File: config.mk
export PLATFORM = sky130hd
export DESIGN_NAME = mcs_modem_regs
export DESIGN_NICKNAME = d
export VERILOG_FILES = /design/src/rtl/mcs_modem_regs.v
export VERILOG_INCLUDE_DIRS = /design/src /design/src/shared
export SDC_FILE = /design/constraint.sdc
export NUM_CORES = 1
export LEC_CHECK = 0
export ABC_AREA = 1
export BUFFER_PORTS_ARGS = -buffer_cell sky130_fd_sc_hd__clkbuf_2
export CAP_MARGIN = 0
export CORE_UTILIZATION = 45
export CTS_CLUSTER_DIAMETER = 30
export DETAILED_ROUTE_END_ITERATION = 7
export PLACE_DENSITY_LB_ADDON = 0.1
export SLEW_MARGIN = 30
export SYNTH_ARGS = -nofsm -noshare
export SYNTH_HDL_FRONTEND = slang
export SYNTH_SLANG_ARGS = --single-unit
File: constraint.sdc
create_clock -name clk -period 1.7 [get_ports clk]
set_input_delay 0.085 -clock clk [delete_from_list [all_inputs] [get_ports clk]]
set_output_delay 0.085 -clock clk [all_outputs]
set_load 0.05 [all_outputs]
File: src/shared/mcs_consts.vh
/*
 Constants for the modem control and status register bank: register
 addresses, field positions, codes and reset values.
 Assumes inclusion by bare name from the design file.
*/
`ifndef MCS_CONSTS_VH
`define MCS_CONSTS_VH

// ----------------------------------------
// Register addresses
// ----------------------------------------
`define MCS_ADDR_CTRL_A 2'h0
`define MCS_ADDR_CTRL_B 2'h1
`define MCS_ADDR_STATUS 2'h2
`define MCS_ADDR_TONE 2'h3

// ----------------------------------------
// Field positions
// ----------------------------------------
`define MCS_A_TEST 7
`define MCS_A_LOW_SPEED 5
`define MCS_A_MODE_HI 4
`define MCS_A_MODE_LO 2
`define MCS_A_TX_EN 1
`define MCS_A_ORIG 0
`define MCS_B_SRC_HI 7
`define MCS_B_SRC_LO 6
`define MCS_B_INT_EN 5
`define MCS_B_SCR_BYP 4
`define MCS_B_CLK_SEL 3
`define MCS_B_SOFT_RST 2
`define MCS_B_TEST_HI 1
`define MCS_B_TEST_LO 0
`define MCS_T_ANS 5
`define MCS_T_DUAL 4

// ----------------------------------------
// Transmit mode codes
// ----------------------------------------
`define MCS_MODE_PWRDN 3'h0
`define MCS_MODE_SYNC_INT 3'h1
`define MCS_MODE_SYNC_EXT 3'h2
`define MCS_MODE_SYNC_SLV 3'h3
`define MCS_MODE_ASYNC8 3'h4
`define MCS_MODE_ASYNC9 3'h5
`define MCS_MODE_ASYNC10 3'h6
`define MCS_MODE_ASYNC11 3'h7

// ----------------------------------------
// Transmit source and test codes
// ----------------------------------------
`define MCS_SRC_DATA 2'h0
`define MCS_SRC_ALT 2'h1
`define MCS_SRC_MARK 2'h2
`define MCS_SRC_SPACE 2'h3
`define MCS_TEST_NORMAL 2'h0
`define MCS_TEST_ALB 2'h1
`define MCS_TEST_RDL 2'h2
`define MCS_TEST_SELF 2'h3

// ----------------------------------------
// Reset values and write masks
// ----------------------------------------
`define MCS_RESET_BYTE 8'h00
`define MCS_MASK_CTRL_A 8'hbf
`define MCS_MASK_TONE 8'h3f
`define MCS_STATUS_BITS 5

`endif

File: src/rtl/mcs_modem_regs.v
/*
 Control, option and status register bank of a full-duplex line modem.
 Host reaches four 8-bit registers over a multiplexed address/data bus
 with address latch, chip select, read and write strobes (active low).
 Assumes all bus pins and line detector levels are asynchronous to clk
 and pass two flip-flops here; the analog core consumes the decoded
 control outputs.
*/
// Behaviour
// - Address 0..3 picks control A, B, status, tone
// - Control A bit 5 selects 300 or 1200
// - Mode 000 powerdown, 001 int sync, 010 ext
// - Modes 101,110,111 async 9,10,11 bits
// - Control A bit 1 enables transmitter
// - Control A bit 0 originate, else answer
// - Control B bits 7,6 pick transmit source
// - Control B bit 5 enables detect interrupt
// - Control B bit 4 set bypasses scrambler
// - Control B bit 3 picks clock output
// - Control B bits 1,0 test; bit 2 reset
// - Status bits 4..0 detect flags, top zero
// - Tone bit 5 answer, bit 4 dual tone
// - Tone bits 3..0 pick one of 16 pairs
// - Interrupt low on detect, released by read
// - Any detector change outside modem reset sets its status bit
// - Reset pin clears registers, clock to crystal
`timescale 1ns/1ps
`include "mcs_consts.vh"

module mcs_modem_regs (
   // Clock and reset
   input wire clk,
   input wire resetn,
   // Hardware reset pin, active high
   input wire hw_reset,
   // Host bus
   input wire ale,
   input wire cs_n,
   input wire rd_n,
   input wire wr_n,
   input wire [7:0] ad_in,
   output reg [7:0] ad_out,
   output reg ad_oe_n,
   output reg int_n,
   // Line detectors
   input wire [4:0] detect_in,
   // Decoded controls
   output reg low_speed,
   output reg [2:0] tx_mode,
   output reg sync_mode,
   output reg ext_timing,
   output reg slave_timing,
   output reg [3:0] char_bits,
   output reg power_down,
   output reg tx_enable,
   output reg originate_answer_select,
   output reg [1:0] tx_source,
   output reg scrambler_bypass,
   output reg clk_sel_baud,
   output reg [1:0] test_mode,
   output reg modem_reset,
   output reg send_answer_tone,
   output reg send_dual_tone,
   output reg [3:0] tone_code
);

   // ----------------------------------------
   // Input synchronisers
   // ----------------------------------------
   reg [17:0] sync1_q;
   reg [17:0] sync2_q;
   wire [17:0] raw_in = {hw_reset, ale, cs_n, rd_n, wr_n, ad_in, detect_in};

   // Two stages; only the second stage feeds logic
   always @(posedge clk or negedge resetn) begin
      if (!resetn) begin
         sync1_q <= 18'h0e000; // Strobes and select idle high
         sync2_q <= 18'h0e000;
      end else begin
         sync1_q <= raw_in;
         sync2_q <= sync1_q;
      end
   end

   wire s_rst = sync2_q[17];
   wire s_ale = sync2_q[16];
   wire s_cs_n = sync2_q[15];
   wire s_rd_n = sync2_q[14];
   wire s_wr_n = sync2_q[13];
   wire [7:0] s_ad = sync2_q[12:5];
   wire [4:0] s_det = sync2_q[4:0];

   // ----------------------------------------
   // Strobe edges and address latch
   // ----------------------------------------
   reg ale_q;
   reg wr_n_q;
   reg rd_n_q;
   reg [1:0] addr_q;
   reg cs_lat_q;

   // Address and select caught on the falling edge of the latch enable
   always @(posedge clk or negedge resetn) begin
      if (!resetn) begin
         ale_q <= 1'b0;
         wr_n_q <= 1'b1;
         rd_n_q <= 1'b1;
         addr_q <= 2'h0;
         cs_lat_q <= 1'b0;
      end else begin
         ale_q <= s_ale;
         wr_n_q <= s_wr_n;
         rd_n_q <= s_rd_n;
         if (ale_q && !s_ale) begin
            addr_q <= s_ad[1:0];
            cs_lat_q <= !s_cs_n;
         end
      end
   end

   wire sel = cs_lat_q && !s_cs_n;
   wire wr_rise = sel && !wr_n_q && s_wr_n;
   wire rd_fall = sel && rd_n_q && !s_rd_n;
   wire rd_active = sel && !s_rd_n;

   // ----------------------------------------
   // Register storage
   // ----------------------------------------
   reg [7:0] ctrl_a_q;
   reg [7:0] ctrl_b_q;
   reg [7:0] tone_q;
   reg [4:0] status_q;
   reg [4:0] det_q;
   reg int_pend_q;

   // Write data taken on the rising edge of the write strobe
   always @(posedge clk or negedge resetn) begin
      if (!resetn) begin
         ctrl_a_q <= `MCS_RESET_BYTE;
         ctrl_b_q <= `MCS_RESET_BYTE;
         tone_q <= `MCS_RESET_BYTE;
      end else if (s_rst) begin
         ctrl_a_q <= `MCS_RESET_BYTE;
         ctrl_b_q <= `MCS_RESET_BYTE;
         tone_q <= `MCS_RESET_BYTE;
      end else if (wr_rise) begin
         case (addr_q)
            `MCS_ADDR_CTRL_A: ctrl_a_q <= s_ad & `MCS_MASK_CTRL_A;
            `MCS_ADDR_CTRL_B: ctrl_b_q <= s_ad;
            `MCS_ADDR_TONE: tone_q <= s_ad & `MCS_MASK_TONE;
            default: ctrl_a_q <= ctrl_a_q; // Status is read only
         endcase
      end
   end

   // ----------------------------------------
   // Detect status and interrupt
   // ----------------------------------------
   wire [4:0] det_change = s_det ^ det_q;
   wire modem_rst = s_rst || ctrl_b_q[`MCS_B_SOFT_RST];

   // A change in the read cycle survives: set wins over clear
   always @(posedge clk or negedge resetn) begin
      if (!resetn) begin
         det_q <= 5'h00;
         status_q <= 5'h00;
         int_pend_q <= 1'b0;
      end else if (modem_rst) begin
         det_q <= s_det;
         status_q <= 5'h00;
         int_pend_q <= 1'b0;
      end else begin
         det_q <= s_det;
         if (rd_fall && addr_q == `MCS_ADDR_STATUS) begin
            status_q <= det_change;
            int_pend_q <= |det_change;
         end else begin
            status_q <= status_q | det_change;
            int_pend_q <= int_pend_q | (|det_change);
         end
      end
   end

   // ----------------------------------------
   // Read mux
   // ----------------------------------------
   reg [7:0] rd_data;

   always @* begin
      case (addr_q)
         `MCS_ADDR_CTRL_A: rd_data = ctrl_a_q;
         `MCS_ADDR_CTRL_B: rd_data = ctrl_b_q;
         `MCS_ADDR_STATUS: rd_data = {3'h0, status_q};
         `MCS_ADDR_TONE: rd_data = tone_q;
         default: rd_data = 8'h00;
      endcase
   end

   // ----------------------------------------
   // Transmit mode decode
   // ----------------------------------------
   function [3:0] mode_bits;
      input [2:0] m;
      begin
         case (m)
            `MCS_MODE_ASYNC8: mode_bits = 4'h8;
            `MCS_MODE_ASYNC9: mode_bits = 4'h9;
            `MCS_MODE_ASYNC10: mode_bits = 4'ha;
            `MCS_MODE_ASYNC11: mode_bits = 4'hb;
            default: mode_bits = 4'h0;
         endcase
      end
   endfunction

   wire [2:0] mode = ctrl_a_q[`MCS_A_MODE_HI:`MCS_A_MODE_LO];

   // ----------------------------------------
   // Registered outputs
   // ----------------------------------------
   // Transmit enable and tone sends are held low, and power down held high, while the modem is in reset
   always @(posedge clk or negedge resetn) begin
      if (!resetn) begin
         ad_out <= 8'h00;
         ad_oe_n <= 1'b1;
         int_n <= 1'b1;
         low_speed <= 1'b0;
         tx_mode <= 3'h0;
         sync_mode <= 1'b0;
         ext_timing <= 1'b0;
         slave_timing <= 1'b0;
         char_bits <= 4'h0;
         power_down <= 1'b1;
         tx_enable <= 1'b0;
         originate_answer_select <= 1'b0;
         tx_source <= 2'h0;
         scrambler_bypass <= 1'b0;
         clk_sel_baud <= 1'b0;
         test_mode <= 2'h0;
         modem_reset <= 1'b1;
         send_answer_tone <= 1'b0;
         send_dual_tone <= 1'b0;
         tone_code <= 4'h0;
      end else begin
         ad_out <= rd_data;
         ad_oe_n <= !rd_active;
         int_n <= !(int_pend_q && ctrl_b_q[`MCS_B_INT_EN]);
         modem_reset <= modem_rst;
         low_speed <= ctrl_a_q[`MCS_A_LOW_SPEED];
         tx_mode <= mode;
         sync_mode <= mode == `MCS_MODE_SYNC_INT || mode == `MCS_MODE_SYNC_EXT
            || mode == `MCS_MODE_SYNC_SLV;
         ext_timing <= mode == `MCS_MODE_SYNC_EXT;
         slave_timing <= mode == `MCS_MODE_SYNC_SLV;
         char_bits <= mode_bits(mode);
         power_down <= modem_rst || mode == `MCS_MODE_PWRDN;
         tx_enable <= !modem_rst && ctrl_a_q[`MCS_A_TX_EN];
         originate_answer_select <= ctrl_a_q[`MCS_A_ORIG];
         tx_source <= ctrl_b_q[`MCS_B_SRC_HI:`MCS_B_SRC_LO];
         scrambler_bypass <= ctrl_b_q[`MCS_B_SCR_BYP];
         clk_sel_baud <= !s_rst && ctrl_b_q[`MCS_B_CLK_SEL];
         test_mode <= ctrl_b_q[`MCS_B_TEST_HI:`MCS_B_TEST_LO];
         send_answer_tone <= !modem_rst && tone_q[`MCS_T_ANS];
         send_dual_tone <= !modem_rst && tone_q[`MCS_T_DUAL];
         tone_code <= tone_q[3:0];
      end
   end

endmodule

==> run summary <==
Max Cap Viol - 0
Reg power frac - 0.590
DR WL met3 - 199 um
initial drt markers - 65
Core Region - 7730 um^2
Yosys top cell by area - dfrtp_1
P per Cell Area - 1060 nW/um^2
Bufs and invs on worst path - 0
Starting Density - 0.467
outcome - complete, no violations
Post-DP HPWL - 4.18 mm
Layout area overhead - 23.1%
post-DR vias/cell - 4.46
critical path's top delay family - simple AND/OR/NAND/NOR gates
All-Layer GR Usage - 0.165
final hold vios - 0
Crit path required time - 1950 ps
Routed wire per std cell - 12.2 um
Nets - 409
fillers - 685
fmax - 712 MHz
average size of a mapped cell - 11.9 um^2
Port Buffer Count - 55
CTS tree - done
Ports - 57
Overflow after GRT - 0
hold crit path type - in -> async
P_leak - 2.30 nW
drt total wl - 6.06 mm
clock share of power - 0.335
Ys Warns - 0
setup_tns - 0 ps
Comb power frac - 0.075
remaining antenna violation count - 0
most numerous cell in the Yosys netlist - dfrtp_1
CP Capture Type - register
Die Y - 91.6 um
top cell type's share of synthesized area - 0.679
Mapped Cells - 303
Area contributors post-synth - dfrtp_1, nand2_1, dfstp_2
top routing layer in use - met4
row count - 32
clock latency on the worst-skew pair - 360 ps
vias in the first global route - 2264
share of cells above drive strength 1 - 0.259
global-route wire length before repair - 10.4 mm
DR vias - 2213
post-CTS sizing - 0
RSZ-0062 raised after global routing - false
met1 WL - 2.87 mm
Seq/Total Area, Yosys - 0.766
final setup vio count - 0
Worst path max stage delay - 550 ps
Peak VDD IR - 610 uV
worst path cell trace - nand4_2 -> nor2_4 -> nor2_2 -> nand2_1 -> nand2_1
# DRC - 0
slowest cell on the critical path - dfstp_2
met2 wire len - 2.91 mm
post-synthesis async set-or-reset flop share - 1.00
CTS buffer count - 9
gp weighted congestion - 0.863
clk sinks - 110
utilization after layout - 0.575
fin crit share - 0.826
CTS clk-pin slew, worst paths - 100 ps
main flop type after synthesis - dfrtp_1
clk_skew - 7.57 ps
antenna violations before repair - 0
Reg area - 2770 um^2
largest net degree at the start of global routing - 50
Int Pwr - 0.00356 W
critical path class - reg -> reg
number of synthesized flops with an enable pin - 0
switching power total - 0.00113 W
Distinct cells, synth - 24
Clk Tree Root Cell - clkbuf_8
cell mode on critical path - nand2_1
Post-Syn Area - 3610 um^2
post-layout min period - 1400 ps
die area - 8390 um^2
CP Data Arrival Time - 1650 ps
CP startpoint kind - register
Ant. Diodes - 0
top cells by count, synth - dfrtp_1, nand2_1, inv_1, nor2_1, dfstp_2
Multi-input gate area - 697 um^2
Synth Net Count - 323
Die Wd - 91.6 um
crit-path max FO - 8
worst-case clock buffer depth - 2
Slew Limit Fails - 0
worst hold slack - 213 ps
switching share of power - 0.242
H-tree levels - 3
detailed-router iteration count before antenna repair - 5
number of synthesized register bits - 110
total power - 0.00469 W
==> worst paths after layout <==
kind	cells past startpoint	slack (ps)	start	endpoint
worst max-delay path	5	300	sync2_q[13]$_DFF_PN1_	ctrl_a_q[7]$_DFFE_PN0P_
worst min-delay path	2	210	resetn	originate_answer_select$_DFF_PN0_
worst max register to register	5	300	sync2_q[13]$_DFF_PN1_	ctrl_a_q[7]$_DFFE_PN0P_
worst min register to register	0	360	sync1_q[4]$_DFF_PN0_	sync2_q[4]$_DFF_PN0_
max in group asynchronous	3	800	resetn	modem_reset$_DFF_PN1_
min in group clk	2	350	cs_n	sync1_q[15]$_DFF_PN1_
==> cells in the final DEF (no fill, tap or decap), types with 2 or more instances in the layout <==
master / netlist / final
nand4_1: 2 / 2
a21oi_1: 7 / 7
nor2_2: 4 / 4
o21ai_0: 5 / 5
clkinv_4: 0 / 2
nand2_1: 97 / 97
inv_2: 5 / 5
nor2_1: 16 / 16
clkbuf_2: 0 / 54
xnor2_1: 2 / 2
clkbuf_8: 0 / 10
o2111ai_1: 3 / 3
o21ai_1: 6 / 6
dfstp_2: 12 / 12
inv_1: 28 / 28
buf_4: 1 / 5
dlygate4sd3_1: 0 / 19
nor2_4: 4 / 4
nand3_1: 3 / 3
dfrtp_1: 98 / 98
nor3_1: 2 / 2
==> timing repair <==
| item | CTS | global route |
|---|---|---|
| setup endpoints to repair | 0 | 0 |
| buffers inserted | 0 | 0 |
| hold endpoints to repair | 51 | 0 |
| hold buffers | 19 | 0 |
==> layer usage <==
layer,vias up,track usage
met5,-,0
met1,1055,0.220
met4,0,0.0754
li1,1098,-
met2,54,0.267
met3,6,0.0285
==> flip-flops by register name (all words and copies together) (netlist names), 4 cells and up <==
register,flops
sync1_q,18
sync2_q,18
ad_out,8
ctrl_b_q,8
ctrl_a_q,7
tone_q,6
det_q,5
status_q,5
tone_code,4
==> metrics by stage <==
| step | area (um^2) | cells | setup WS (ps) |
|---|---|---|---|
| after detailed placement | 4050 | 461 | 316 |
| final | 4440 | 496 | 296 |
| after CTS | 4440 | 496 | 298 |
| after global placement | 4050 | 461 | 358 |
| after floorplan | 3610 | 303 | 433 |
| after global routing | 4440 | 496 | 203 |
==> kinds of logic (layout without fill, tap and decap cells) <==
family | count (synthesis) | in the layout | share of synthesized area
other | 1 | 1 | 0.00104
buffers and inverters | 38 | 129 | 0.0405
AND/OR/NAND/NOR | 129 | 129 | 0.151
flip-flops | 110 | 110 | 0.766
XOR/XNOR | 2 | 2 | 0.00485
AO/OA/AOI/OAI | 23 | 23 | 0.0364
==> power by group through the flow <==
stage               clock network [W]  registers, W  logic, W
floorplan                           0       0.00287  0.000125
global placement                    0       0.00282  0.000323
detailed placement                  0       0.00282  0.000324
CTS                           0.00162       0.00277  0.000359
global route                  0.00173       0.00278  0.000392
finish                        0.00157       0.00277  0.000352
==> layout make-up <==
class | instances | area share
timing repair buffer | 79 | 0.117
tap | 102 | 0.0287
clock buffer | 10 | 0.0310
inverter | 34 | 0.0287
sequential | 110 | 0.623
clock inverter | 6 | 0.0155
multi-input combinational | 155 | 0.157
No activity file was read; power rests on OpenSTA's default activity.
